## config.mk

```make
export PLATFORM = sky130hd
export DESIGN_NAME = rbist_engine
export DESIGN_NICKNAME = d
export VERILOG_FILES = /design/src/rbist_pkg.sv /design/src/rbist_pattern.sv /design/src/rbist_check.sv /design/src/rbist_engine.sv
export SDC_FILE = /design/constraint.sdc
export NUM_CORES = 1
export LEC_CHECK = 0
export BUFFER_PORTS_ARGS = -buffer_cell sky130_fd_sc_hd__buf_2
export CAP_MARGIN = 10
export CORE_ASPECT_RATIO = 0.9
export CORE_MARGIN = 5
export CORE_UTILIZATION = 50
export CTS_CLUSTER_SIZE = 28
export DETAILED_ROUTE_END_ITERATION = 6
export PLACE_DENSITY = 0.81
export SLEW_MARGIN = 25
export SYNTH_ARGS = -nofsm -noshare
export SYNTH_HDL_FRONTEND = slang
export SYNTH_SLANG_ARGS = --single-unit
```

## constraint.sdc

```tcl
create_clock -name core_clk_in -period 4.5 [get_ports core_clk_in]
set_input_delay 0.45 -clock core_clk_in [delete_from_list [all_inputs] [get_ports core_clk_in]]
set_output_delay 0.45 -clock core_clk_in [all_outputs]
set_load 0.02 [all_outputs]
```

## src/rbist_pkg.sv

```systemverilog
// Constants, phase codes and register map of the RAM self-test engine
package rbist_pkg;

  // Register addresses
  localparam logic [15:0] CTRL_ADDR    = 16'h8070;
  localparam logic [15:0] FAIL_LO_ADDR = 16'h8071;
  localparam logic [15:0] FAIL_HI_ADDR = 16'h8072;

  // Control register field positions
  localparam int unsigned FORCE_BIT = 7;
  localparam int unsigned SEL_LSB   = 4;
  localparam int unsigned START_BIT = 3;
  localparam int unsigned FAIL_BIT  = 1;
  localparam int unsigned PASS_BIT  = 0;

  // Operating mode in which the control register accepts writes
  localparam logic [2:0] TEST_MODE = 3'h4;

  // Test select codes
  localparam logic [2:0] SEL_IDLE0   = 3'h0;
  localparam logic [2:0] SEL_PATTERN = 3'h1;
  localparam logic [2:0] SEL_FILL0   = 3'h2;
  localparam logic [2:0] SEL_READ0   = 3'h3;
  localparam logic [2:0] SEL_FILL1   = 3'h4;
  localparam logic [2:0] SEL_READ1   = 3'h5;
  localparam logic [2:0] SEL_INCDEC  = 3'h6;
  localparam logic [2:0] SEL_IDLE7   = 3'h7;

  // Last four-byte group (byte address 0x7ffc) and last march step
  localparam logic [12:0] GRP_LAST   = 13'h1fff;
  localparam logic [3:0]  MARCH_LAST = 4'h9;

  // Values after reset
  localparam logic [7:0]  CTRL_RST = 8'h00;
  localparam logic [14:0] FAIL_RST = 15'h0000;

  // Background bytes and march patterns, steps 1 to 8
  localparam logic [7:0] BG_ZERO = 8'h00;
  localparam logic [7:0] BG_ONES = 8'hff;
  localparam logic [7:0] MARCH_PAT [0:7] = '{8'h55, 8'haa, 8'h33, 8'hcc,
                                            8'h0f, 8'hf0, 8'h00, 8'hff};

  typedef enum logic [3:0] {
    PH_IDLE   = 4'h0,
    PH_FILL   = 4'h1,
    PH_SWEEP  = 4'h2,
    PH_MARCH  = 4'h3,
    PH_INC_WR = 4'h4,
    PH_INC_RD = 4'h5,
    PH_CMP    = 4'h6,
    PH_CMP_RD = 4'h7
  } rbist_phase_e;

  typedef enum logic [1:0] {
    SUB_WR   = 2'h0,
    SUB_RD   = 2'h1,
    SUB_WAIT = 2'h2,
    SUB_CHK  = 2'h3
  } rbist_sub_e;

endpackage

```

## src/rbist_pattern.sv

```systemverilog
// Write data and expected data for each phase and step of the test
`timescale 1ns/10ps
module rbist_pattern (
  input  wire rbist_pkg::rbist_phase_e phase_in,
  input  wire logic [3:0]              step_in,
  input  wire logic                    bg_in,
  input  wire logic [12:0]             grp_in,
  output logic [31:0]                  wr_data_out,
  output logic [31:0]                  exp_data_out,
  output logic                         has_wr_out,
  output logic                         has_rd_out
);
  logic [7:0]  bg_byte;
  logic [31:0] inc_word;
  logic [7:0]  pat;

  // Incrementing value: low eight bits of each byte address
  for (genvar l = 0; l < 4; l++) begin : g_inc
    assign inc_word[8*l +: 8] = {grp_in[5:0], 2'(l)};
  end

  assign bg_byte = bg_in ? rbist_pkg::BG_ONES : rbist_pkg::BG_ZERO;
  assign pat     = rbist_pkg::MARCH_PAT[3'(step_in - 4'h1)];

  // Operation table
  always_comb begin
    wr_data_out  = 32'h0;
    exp_data_out = 32'h0;
    has_wr_out   = 1'b0;
    has_rd_out   = 1'b0;
    case (phase_in)
      rbist_pkg::PH_FILL: begin
        wr_data_out = {4{bg_byte}};
        has_wr_out  = 1'b1;
      end
      rbist_pkg::PH_SWEEP: begin
        exp_data_out = {4{bg_byte}};
        has_rd_out   = 1'b1;
      end
      rbist_pkg::PH_MARCH: begin
        if (step_in == 4'h0) begin
          exp_data_out = {4{bg_byte}};
          has_rd_out   = 1'b1;
        end else if (step_in == rbist_pkg::MARCH_LAST) begin
          wr_data_out = {4{bg_byte}};
          has_wr_out  = 1'b1;
        end else begin
          wr_data_out  = {4{pat}};
          exp_data_out = {4{pat}};
          has_wr_out   = 1'b1;
          has_rd_out   = 1'b1;
        end
      end
      rbist_pkg::PH_INC_WR: begin
        wr_data_out = inc_word;
        has_wr_out  = 1'b1;
      end
      rbist_pkg::PH_INC_RD: begin
        exp_data_out = inc_word;
        has_rd_out   = 1'b1;
      end
      rbist_pkg::PH_CMP: begin
        has_wr_out = 1'b1;
        has_rd_out = 1'b1;
      end
      rbist_pkg::PH_CMP_RD: begin
        exp_data_out = ~inc_word;
        has_rd_out   = 1'b1;
      end
      default: begin
        has_wr_out = 1'b0;
      end
    endcase
  end
endmodule

```

## src/rbist_check.sv

```systemverilog
// Per-lane compare of a four-byte read against its expected value
`timescale 1ns/10ps
module rbist_check (
  input  wire logic [31:0] rdata_in,
  input  wire logic [31:0] exp_in,
  input  wire logic        force_in,
  output logic             mismatch_out
);
  logic [3:0] lane_bad;

  // One compare per byte lane
  for (genvar l = 0; l < 4; l++) begin : g_lane
    assign lane_bad[l] = rdata_in[8*l +: 8] != exp_in[8*l +: 8];
  end

  assign mismatch_out = (|lane_bad) | force_in;
endmodule

```

## src/rbist_engine.sv

```systemverilog
// RAM self-test engine with its control, status and fail-address registers
`timescale 1ns/10ps
module rbist_engine (
  input  wire logic        core_clk_in,
  input  wire logic        rst_in,
  input  wire logic [2:0]  operating_mode_field_in,
  input  wire logic [15:0] reg_addr_in,
  input  wire logic        reg_wr_in,
  input  wire logic        reg_rd_in,
  input  wire logic [7:0]  reg_wdata_in,
  output logic [7:0]       reg_rdata_out,
  output logic [12:0]      ram_addr_out,
  output logic             ram_we_out,
  output logic [31:0]      ram_wdata_out,
  input  wire logic [31:0] ram_rdata_in,
  output logic             ram_busy_out,
  output logic             memory_check_fault_out
);
  typedef struct packed {
    logic                    force_fail;
    logic [2:0]              sel;
    logic                    launch;
    logic                    failed;
    logic                    passed;
    logic [14:0]             fail_addr;
    rbist_pkg::rbist_phase_e phase;
    rbist_pkg::rbist_sub_e   sub;
    logic [3:0]              step;
    logic [12:0]             grp;
    logic                    bg;
    logic                    full;
    logic [31:0]             hold;
    logic [12:0]             ram_addr;
    logic                    ram_we;
    logic [31:0]             ram_wdata;
    logic [7:0]              rdata;
    logic                    fault;
  } rbist_state_s;

  rbist_state_s q;
  rbist_state_s d;

  logic [31:0] wr_data;
  logic [31:0] exp_data;
  logic        has_wr;
  logic        has_rd;
  logic        mismatch;
  logic        wr_ctrl;
  logic        wr_allowed;
  logic [7:0]  ctrl_view;

  // Operation of the current phase and step
  rbist_pattern u_pattern (
    .phase_in     (q.phase),
    .step_in      (q.step),
    .bg_in        (q.bg),
    .grp_in       (q.grp),
    .wr_data_out  (wr_data),
    .exp_data_out (exp_data),
    .has_wr_out   (has_wr),
    .has_rd_out   (has_rd)
  );

  // Four lanes compared at once; force bit spoils the first check
  rbist_check u_check (
    .rdata_in     (ram_rdata_in),
    .exp_in       (exp_data),
    .force_in     (q.force_fail),
    .mismatch_out (mismatch)
  );

  // Register decode
  assign wr_ctrl    = reg_wr_in && (reg_addr_in == rbist_pkg::CTRL_ADDR);
  assign wr_allowed = wr_ctrl && (operating_mode_field_in == rbist_pkg::TEST_MODE);
  assign ctrl_view  = {q.force_fail, q.sel, q.launch, 1'b0, q.failed, q.passed};

  // First sub-step of a phase: fills and the incrementing write phase write first, everything else reads first
  function automatic rbist_pkg::rbist_sub_e first_sub(input rbist_pkg::rbist_phase_e ph);
    first_sub = (ph == rbist_pkg::PH_FILL || ph == rbist_pkg::PH_INC_WR) ?
                rbist_pkg::SUB_WR : rbist_pkg::SUB_RD;
  endfunction

  // Next state: register access, then the test sequencer
  always_comb begin
    rbist_pkg::rbist_phase_e start_ph;
    rbist_pkg::rbist_phase_e next_ph;
    logic                    adv;
    logic                    done;
    start_ph = rbist_pkg::PH_IDLE;
    next_ph  = rbist_pkg::PH_IDLE;
    adv      = 1'b0;
    done     = 1'b0;
    d        = q;
    d.ram_we = 1'b0;
    d.fault  = 1'b0;

    // Read data, unmapped addresses read zero
    if (reg_rd_in) begin
      case (reg_addr_in)
        rbist_pkg::CTRL_ADDR:    d.rdata = ctrl_view;
        rbist_pkg::FAIL_LO_ADDR: d.rdata = q.fail_addr[7:0];
        rbist_pkg::FAIL_HI_ADDR: d.rdata = {1'b0, q.fail_addr[14:8]};
        default:                 d.rdata = 8'h00;
      endcase
    end

    // Control write: bits 1:0 never written, all ignored outside test mode
    if (wr_allowed && !q.launch) begin
      d.force_fail = reg_wdata_in[rbist_pkg::FORCE_BIT];
      d.sel        = reg_wdata_in[rbist_pkg::SEL_LSB +: 3];
      if (reg_wdata_in[rbist_pkg::START_BIT]) begin
        d.failed    = 1'b0;
        d.passed    = 1'b0;
        d.fail_addr = rbist_pkg::FAIL_RST;
        case (reg_wdata_in[rbist_pkg::SEL_LSB +: 3])
          rbist_pkg::SEL_PATTERN: start_ph = rbist_pkg::PH_FILL;
          rbist_pkg::SEL_FILL0:   start_ph = rbist_pkg::PH_FILL;
          rbist_pkg::SEL_FILL1:   start_ph = rbist_pkg::PH_FILL;
          rbist_pkg::SEL_READ0:   start_ph = rbist_pkg::PH_SWEEP;
          rbist_pkg::SEL_READ1:   start_ph = rbist_pkg::PH_SWEEP;
          rbist_pkg::SEL_INCDEC:  start_ph = rbist_pkg::PH_INC_WR;
          default:                start_ph = rbist_pkg::PH_IDLE;
        endcase
        d.launch = (start_ph != rbist_pkg::PH_IDLE);
        d.phase  = start_ph;
        d.sub    = first_sub(start_ph);
        d.step   = 4'h0;
        d.grp    = 13'h0000;
        d.full   = reg_wdata_in[rbist_pkg::SEL_LSB +: 3] == rbist_pkg::SEL_PATTERN;
        d.bg     = (reg_wdata_in[rbist_pkg::SEL_LSB +: 3] == rbist_pkg::SEL_FILL1) ||
                   (reg_wdata_in[rbist_pkg::SEL_LSB +: 3] == rbist_pkg::SEL_READ1);
      end
    end else if (q.launch) begin
      // One group of four bytes per access; prior RAM contents are lost except in the read-back tests
      case (q.sub)
        rbist_pkg::SUB_WR: begin
          d.ram_addr  = q.grp;
          d.ram_we    = 1'b1;
          d.ram_wdata = (q.phase == rbist_pkg::PH_CMP) ? ~q.hold : wr_data;
          if (has_rd && q.phase != rbist_pkg::PH_CMP) begin
            d.sub = rbist_pkg::SUB_RD;
          end else begin
            adv = 1'b1;
          end
        end
        rbist_pkg::SUB_RD: begin
          d.ram_addr = q.grp;
          d.sub      = rbist_pkg::SUB_WAIT;
        end
        rbist_pkg::SUB_WAIT: begin
          d.sub = rbist_pkg::SUB_CHK;
        end
        rbist_pkg::SUB_CHK: begin
          if (q.phase == rbist_pkg::PH_CMP) begin
            d.hold = ram_rdata_in;
            d.sub  = rbist_pkg::SUB_WR;
          end else if (mismatch) begin
            // Stop at the first bad group and keep its base address
            d.failed    = 1'b1;
            d.fail_addr = {q.grp, 2'b00};
            d.fault     = 1'b1;
            d.launch    = 1'b0;
            d.phase     = rbist_pkg::PH_IDLE;
          end else begin
            adv = 1'b1;
          end
        end
        default: begin
          d.sub = rbist_pkg::SUB_WR;
        end
      endcase

      // Move to the next step, group or phase
      if (adv) begin
        if (q.phase == rbist_pkg::PH_MARCH && q.step != rbist_pkg::MARCH_LAST) begin
          d.step = q.step + 4'h1;
          d.sub  = rbist_pkg::SUB_WR;
        end else if (q.grp != rbist_pkg::GRP_LAST) begin
          d.grp  = q.grp + 13'h0001;
          d.step = 4'h0;
          d.sub  = first_sub(q.phase);
        end else begin
          d.grp  = 13'h0000;
          d.step = 4'h0;
          case (q.phase)
            rbist_pkg::PH_FILL: begin
              next_ph = q.full ? rbist_pkg::PH_MARCH : rbist_pkg::PH_IDLE;
            end
            rbist_pkg::PH_MARCH: begin
              if (q.bg) begin
                next_ph = rbist_pkg::PH_INC_WR;
              end else begin
                next_ph = rbist_pkg::PH_FILL;
                d.bg    = 1'b1;
              end
            end
            rbist_pkg::PH_INC_WR: next_ph = rbist_pkg::PH_INC_RD;
            rbist_pkg::PH_INC_RD: next_ph = rbist_pkg::PH_CMP;
            rbist_pkg::PH_CMP:    next_ph = rbist_pkg::PH_CMP_RD;
            default:              next_ph = rbist_pkg::PH_IDLE;
          endcase
          d.phase = next_ph;
          d.sub   = first_sub(next_ph);
          done    = (next_ph == rbist_pkg::PH_IDLE);
        end
      end

      // Completion: start clears, force turns a clean run into a failure
      if (done) begin
        d.launch = 1'b0;
        if (q.force_fail) begin
          d.failed    = 1'b1;
          d.fail_addr = {rbist_pkg::GRP_LAST, 2'b00};
          d.fault     = 1'b1;
        end else begin
          d.passed = 1'b1;
        end
      end
    end
  end

  // State register
  always_ff @(posedge core_clk_in) begin
    if (rst_in) begin
      q <= '0;
    end else begin
      q <= d;
    end
  end

  // Outputs straight from the state register
  assign reg_rdata_out          = q.rdata;
  assign ram_addr_out           = q.ram_addr;
  assign ram_we_out             = q.ram_we;
  assign ram_wdata_out          = q.ram_wdata;
  assign ram_busy_out           = q.launch;
  assign memory_check_fault_out = q.fault;
endmodule

```

# ---- Word-level counts from Yosys, hierarchy flattened
# Memory sizes are Yosys's and may differ from the RTL's.
# Index checks and enable logic that the tools add are counted.
dict set report word_totals {
  mem_count 1
  reg_bits 134
  rom_bits 64
  in_bits 63
  out_inout_bits 56
}
dict set report op_classes {
  magnitude_cmp 1
  n_reduce_logical 34
  n_eq_ne 38
  add_sub_neg 3
  bitwise_logic 6
  mux 69
}
# name depth width read_ports rd_ports_with_merged_regs write_ports line_no
set memory_table {}
lappend memory_table {{(name not given)} 8 8 1 0 0 rbist_pattern.sv:23} ;# assign pat = rbist_pkg::MARCH_PAT[3'(step_in - 4'h1)];
# op count
set op_table {}
lappend op_table {{2-to-1 mux 32 bit} 5}
lappend op_table {{one-hot mux 32 bit (4 select lines)} 1}
lappend op_table {{one-hot mux 32 bit (3 select lines)} 1}
lappend op_table {{2-to-1 mux 42 bit} 2}
lappend op_table {{NOT 32 bit} 2}
lappend op_table {{2-to-1 mux 19 bit} 3}
lappend op_table {{== test 16 bit, second input constant} 3}
lappend op_table {{2-to-1 mux 43 bit} 1}
lappend op_table {{2-to-1 mux 18 bit} 2}
lappend op_table {{2-to-1 mux 4 bit} 9}
lappend op_table {{2-to-1 mux 33 bit} 1}
lappend op_table {{inequality test 8 bit} 4}
lappend op_table {{== test 4 x 3 -> 1 bit, second input constant} 6}
lappend op_table {{2-to-1 mux 1 bit} 24}
lappend op_table {{2-to-1 mux 24 bit} 1}
lappend op_table {{2-to-1 mux 8 bit} 3}
lappend op_table {{one-hot mux 8 bit (3 select lines)} 1}
lappend op_table {{one-hot mux 4 bit (5 select lines)} 1}
lappend op_table {{AND reduction 4 bit} 4}
lappend op_table {{2-to-1 mux 15 bit} 1}
lappend op_table {{2-to-1 mux 14 bit} 1}
lappend op_table {{adder 13 x 1 -> 13 bit, second input constant} 1}
lappend op_table {{inequality test 13 bit, second input constant} 1}
lappend op_table {{== test 3 bit, second input constant} 4}
lappend op_table {{other kinds (36)} 69}

# ---- Longest topological paths before layout
dict set report logic_depth {
  word_depth 28
  depth_mapped 16
}

# ---- Modules after synthesis
# A second synthesis with hierarchy kept.
dict set report hier_totals {
  cells_unflattened 1007
  area_unflattened_um2 7967.6
}
# mod seq_area_each_um2 cells_each instances area_per_inst_um2
set by_module_without_submodules {}
lappend by_module_without_submodules {rbist_engine 2682.6 778 1 6429.9}
lappend by_module_without_submodules {rbist_pattern 0.0 179 1 1167.4}
lappend by_module_without_submodules {rbist_check 0.0 50 1 370.4}

# ---- Least setup slack after synthesis
# No wires, ideal clock.
dict set report synth_path {
  kind {reg-to-reg}
  startpoint {register q[102] (netlist name)}
  endpoint {register q[93] (netlist name)}
  arrival_time_ns 3.283
  synth_period_minus_slack_ns 3.414
  setup_ns 0.131
  stages_incl_launch_ff 17
  n_path_buf 3
  required_ns 4.369
  setup_slack_ns 1.086
  path_cell_list {dfxtp_1 > buf_2 > inv_1 > ha_1 > buf_4 > xor2_4 > ha_1 > nor3_1 > a21oi_1 > a21oi_1 > o2111a_1 > o221a_2 > nand3_2 > o31ai_4 > a21o_1 > buf_4 > o32ai_1}
}
dict set report synth_between {
  elab_chain_cells 18
  word_cells_on_any_way 31
  cone_classes {1 x add/sub; 7 x eq/ne; 14 x mux; 2 x bitwise; 6 x reduce/logical; 1 x memory}
}
# item line_no
set synth_rtl {}
lappend synth_rtl {{start, declared} rbist_engine.sv:40} ;# rbist_state_s q;
lappend synth_rtl {{start signal, assigned} rbist_engine.sv:225} ;# q <= '0;
lappend synth_rtl {{start signal, assigned} rbist_engine.sv:227} ;# q <= d;
lappend synth_rtl {{subtractor 3 x 1 -> 3 bit} rbist_pattern.sv:23}
lappend synth_rtl {{NOT 3 -> 4 bit (implied by the code)} rbist_pattern.sv:23}
lappend synth_rtl {{memory read (8 x 8 bit)} n/a}
lappend synth_rtl {{2-to-1 mux 8 bit (implied by the code) (2 in a row)} rbist_pattern.sv:23}
lappend synth_rtl {{2-to-1 mux 32 bit} rbist_pattern.sv:44} ;# end else if (step_in == rbist_pkg::MARCH_LAST) begin
lappend synth_rtl {{2-to-1 mux 32 bit} rbist_pattern.sv:41} ;# if (step_in == 4'h0) begin
lappend synth_rtl {{one-hot mux 32 bit (4 select lines)} rbist_pattern.sv:31} ;# case (phase_in)
lappend synth_rtl {{inequality test 8 bit} rbist_check.sv:13} ;# assign lane_bad[l] = rdata_in[8*l +: 8] != exp_in[8*l +: 8];
lappend synth_rtl {{OR reduction 4 bit} rbist_check.sv:16} ;# assign mismatch_out = (|lane_bad) | force_in;
lappend synth_rtl {{bitwise OR 1 bit} rbist_check.sv:16}
lappend synth_rtl {{2-to-1 mux 1 bit} rbist_engine.sv:157} ;# end else if (mismatch) begin
lappend synth_rtl {{2-to-1 mux 1 bit} rbist_engine.sv:154} ;# if (q.phase == rbist_pkg::PH_CMP) begin
lappend synth_rtl {{one-hot mux 1 bit (2 select lines)} rbist_engine.sv:135} ;# case (q.sub)
lappend synth_rtl {{2-to-1 mux 1 bit} rbist_engine.sv:133} ;# end else if (q.launch) begin
lappend synth_rtl {{2-to-1 mux 1 bit} rbist_engine.sv:108} ;# if (wr_allowed && !q.launch) begin
lappend synth_rtl {{nonzero test 2 bit (no line)} n/a}
lappend synth_rtl {{AND reduction 4 bit (no line) (*)} n/a}
# Mark *: on every way between the ends. The rest lies on a longest branch, timed or not. The select of a mux whose other input is x is not followed.
# A chain may end at the register's enable or synchronous reset.

# ---- Final worst setup path
dict set report layout_path {
  startpoint {register q[103] (netlist name)}
  endpoint {register q[124] (netlist name)}
}
dict set report layout_between {
  elab_chain_cells 22
  word_cells_on_any_way 39
  cone_classes {1 x add/sub; 6 x eq/ne; 25 x mux; 2 x bitwise; 4 x reduce/logical; 1 x memory}
}
# item line_no
set layout_rtl {}
lappend layout_rtl {{subtractor 3 x 1 -> 3 bit} rbist_pattern.sv:23}
lappend layout_rtl {{NOT 3 -> 4 bit (implied by the code)} rbist_pattern.sv:23}
lappend layout_rtl {{memory read (8 x 8 bit)} n/a}
lappend layout_rtl {{2-to-1 mux 8 bit (implied by the code) (2 in a row)} rbist_pattern.sv:23}
lappend layout_rtl {{2-to-1 mux 32 bit} rbist_pattern.sv:44}
lappend layout_rtl {{2-to-1 mux 32 bit} rbist_pattern.sv:41}
lappend layout_rtl {{one-hot mux 32 bit (4 select lines)} rbist_pattern.sv:31}
lappend layout_rtl {{inequality test 8 bit} rbist_check.sv:13}
lappend layout_rtl {{(+5 left out)} n/a}
lappend layout_rtl {{2-to-1 mux 1 bit} rbist_engine.sv:133}
lappend layout_rtl {{2-to-1 mux 1 bit} rbist_engine.sv:108}
lappend layout_rtl {{2-to-1 mux 1 bit} rbist_engine.sv:174} ;# if (adv) begin
lappend layout_rtl {{2-to-1 mux 1 bit} rbist_engine.sv:133}
lappend layout_rtl {{2-to-1 mux 1 bit} rbist_engine.sv:108}
lappend layout_rtl {{2-to-1 mux 18 bit (*)} rbist_engine.sv:209} ;# if (done) begin
lappend layout_rtl {{2-to-1 mux 42 bit (*)} rbist_engine.sv:133}
lappend layout_rtl {{2-to-1 mux 42 bit (*)} rbist_engine.sv:108}
# Marked as above.

==> impl_metrics.yaml <==
clock_network:
  post_cts_buffers: 0
  cts_root_buf: "clkbuf_16"
  cts_inserted_buffers: 17
  ctsLongestPathBuffers: 2
  cts_max_level: 4
  tritoncts: "done"
  worstSkewPairLatency_ps: 430
  worst_setup_hold_path_clk_slew_ps: 60
  cts_repair_resize_count: 0
  clock-sinks: 134
  cts.hold.buffers_added: 0
power:
  combPwrFrac_pct: 3.2
  power.switching_fraction_pct: 22.91
  power.density_nw_per_um2: 323.3
  max-vdd-ir-drop_mv: 0.2718
  clockPowerShare_pct: 53.3
  leakagePower_nw: 3.373
  power.sequential.fraction_pct: 43.5
  p_int_mw: 2.103
  p_switching_mw: 0.6250
worst_setup_path:
  critical_path.reg2reg.startpoint: "q[103]"
  critical_path.reg2reg.endpoint: "q[124]"
  timing.critical_path.max_delay_family: "simple AND/OR/NAND/NOR gates"
  critical-path-slowest-cell: "nor2_1"
  r2r_setup_slack_ps: 520
  worst_r2r_path_cells: 13
  worst-endpoint-arrival_ps: 4340
  crit_path_end_kind: "flop"
  critical_path.max_stage_delay_ps: 720
  worst_setup_path_start_kind: "flop"
  cp_max_fo: 15
  worstPathBufferInverterCount: 1
  crit_type: "reg -> reg"
  worstPathRequired_ps: 4870
  crit_path_cell_trace: "inv_1 > ha_1 > xor2_4 > ha_1 > nor3_1 > a21oi_1 > a21oi_1 > nor3_1 > o221a_2 > nand3_2 > o21ai_1 > nor2_1 > a221o_1"
  critical_path_cell_count: 13
  last_element_of_the_critical_path: "q[124]"
  critPathLaunch: "q[103]"
grt:
  global_route.usage.met3_pct: 7.189
  grt_antenna_before_repair: 0
  grt_max_degree: 80
  gr-max-usage-layer: "met2"
  grt_total_usage_pct: 24.10
  groute.layer.met2.usage_pct: 36.04
  grt.overflow.total: 0
  grt_pass1_wl_microns: 34560
  first_global_vias: 6446
  gr-usage-met1_pct: 33.47
sta:
  finalSetupViolCount: 0
  hold_slack_ps: 267.7
  min_period_over_period_pct: 88.41
  report.final.slew_viol_count: 0
  setup_tns_after_final_layout_ps: 0
  rsz0062_at_grt: "false"
  fmaxAchievable_ghz: 0.2514
  final-hold-violation-count: 0
  timing_worst_slew_pin_value_ps: 942.1
  relSlewSlack_pct: 36.71
  final.setup_skew_ps: 6.960
  period_minus_slack_ps: 3978
place:
  dpl_cell_area_sq_um: 7821
  numPortBuffers: 115
  routabilityCongestion: 0.9455
  placed_cells: 1155
  dp_hpwl_microns: 15090
synth:
  synth-edff-count: 0
  synth_top_cells_by_area: "dfxtp_1 (36%), nand2_1 (7.2%), buf_4 (5.8%)"
  post_synth_mux_area_share_pct: 2.677
  ys.flop_type: "dfxtp_1"
  syn_area_sq_um: 7525
  synth-xor-area-share_pct: 1.763
  yosys.area.top_type_share_pct: 35.65
  post_synth_inst_count: 937
  synthesis.nets: 1009
  yosys.area_share.adder_pct: 1.497
  syn-mean-instance-area_sq_um: 8.031
  synth.ff_latch_count: 134
  synth_top_area_cell: "dfxtp_1"
  yosys.area_share.simple_pct: 23.94
  synth_top_family_by_area: "compound AO/OA/AOI/OAI gates"
  synthesized_area_fraction_occupied_by_ao_oa_aoi_and_oai_cells_pct: 24.08
  yosys_warnings: 0
  ys_types: 86
  async_flop_share_pct: 0
  sequential_cell_area_fraction_in_the_yosys_report_pct: 35.65
drt:
  routedWlPerCell_microns: 18.36
  route.antenna.remaining_nets: 0
  drc_errors: 0
  first_iter_violations: 845
  drt-pass1-iter-count: 7
  vias: 7063
  routed_via_density: 5.950
  route.final.wire_length_microns: 21790
final_layout:
  post_layout_nonfiller_instances: 1187
  ratio_of_cells_with_drive_above_1_in_the_final_layout_pct: 22.04
  layout.cells.most_common: "nand2_1"
  layout.core_utilization_pct: 57.36
  num_antenna_cells: 0
  design_area_sq_um: 8439
  flow.area_growth_from_synthesis_pct: 12.15
  finalNetCount: 1048
  layout.cells.most_common_list: "nand2_1 (145), dfxtp_1 (134), buf_2 (115), nor2_1 (89), a21oi_1 (80)"
min_path:
  hold_path.class: "in -> reg"
floorplan:
  initial_utilization_pct: 51.14
  io-pin-count: 119
  core_area_sq_um: 14710
  fp.dieArea_sq_um: 17610
  num_rows: 42
  die-height_microns: 126.4
  die_width_microns: 139.3
run_status:
  run_status: "finished clean"
run:
  cap_violations: 0
[power by group through the flow]
stage	clock (mW)	sequential (mW)	combinational (mW)
after floorplan	0	1.21	0.0417
after global placement	0	1.21	0.0854
after detailed placement	0	1.21	0.0861
after CTS	1.46	1.19	0.0866
after global routing	1.52	1.19	0.0954
final	1.45	1.19	0.0878
[metal layers]
metal	wire length [microns]	up-vias
met2	9798	309
met4	457	0
met1	9641	3314
met3	1896	45
li1	-	3395
met5	0	-
[flip-flops by register name, indices dropped and copies added, names as in the netlist]
signal	count
q	72
ram_we_out	1
ctrl_view	6
memory_check_fault_out	1
ram_busy_out	1
reg_rdata_out	8
ram_addr_out	13
ram_wdata_out	32
[layout make-up]
| class | count | area [sq um] |
|---|---|---|
| repair buffers | 136 | 733.2 |
| clock inverters | 15 | 191.4 |
| well taps | 198 | 247.7 |
| inverters | 26 | 97.59 |
| clock buffers | 17 | 425.4 |
| fillers | 1308 | 6275 |
| multi-input cells | 661 | 4061 |
| flip-flops and latches | 134 | 2683 |
[synthesized netlist by cell type (all sizes together) (3+ instances only)]
| cell type | number |
|---|---|
| and3 | 7 |
| xor2 | 5 |
| a31oi | 5 |
| o21a | 3 |
| dfxtp | 134 |
| o211ai | 17 |
| and2 | 11 |
| inv | 25 |
| nor4b | 5 |
| nor2b | 12 |
| o31ai | 7 |
| nor4 | 6 |
| mux2i | 19 |
| xnor2 | 8 |
| a221o | 17 |
| o221a | 29 |
| buf | 71 |
| nor3b | 5 |
| o21ai | 46 |
| nand3 | 23 |
| nand2 | 146 |
| or3 | 5 |
| o22ai | 9 |
| nand2b | 6 |
| nor3 | 19 |
| nand4 | 7 |
| a21oi | 80 |
| a21o | 8 |
| a211oi | 5 |
| clkbuf | 45 |
| ha | 9 |
| nor2 | 89 |
| nand3b | 5 |
| or4 | 4 |
[worst reg2reg max path, delay by kind of cell, from the launching register on]
family / cells / cell delay (ps)
fa+ha+maj: 2 / 740
xor+xnor: 1 / 260
buf+inv: 1 / 120
flops: 1 / 490
simple gates: 4 / 1150
compound gates: 5 / 1160
[per-stage QoR]
stage                     power, mW  worst slack, ps
after floorplan               1.254             1086
after global placement        1.298            671.5
after detailed placement      1.299            613.9
after CTS                     2.737            584.8
after global routing          2.803            222.9
final                         2.728            521.8
[how the worst min path moves through the flow]
stage	from	to	slack (ps)	cells past startpoint
2_1_floorplan	ctrl_view[0]	ctrl_view[0]	420	2
3_3_place_gp	q[112]	q[112]	430	1
3_5_place_dp	q[112]	q[112]	440	1
4_1_cts	reg_wdata_in[7]	ctrl_view[7]	250	3
5_1_grt	ram_rdata_in[10]	q[65]	290	3
6_report	reg_wdata_in[7]	ctrl_view[7]	270	3
[logic make-up (layout without fill, tap and decap cells)]
family          count (synthesis)  count (layout)
compound gates                254             254
xor+xnor                       13              13
fa+ha+maj                       9               9
buf+inv                       142             194
flops                         134             134
mux                            20              20
simple gates                  365             365
(Power assumes the default switching activity.)
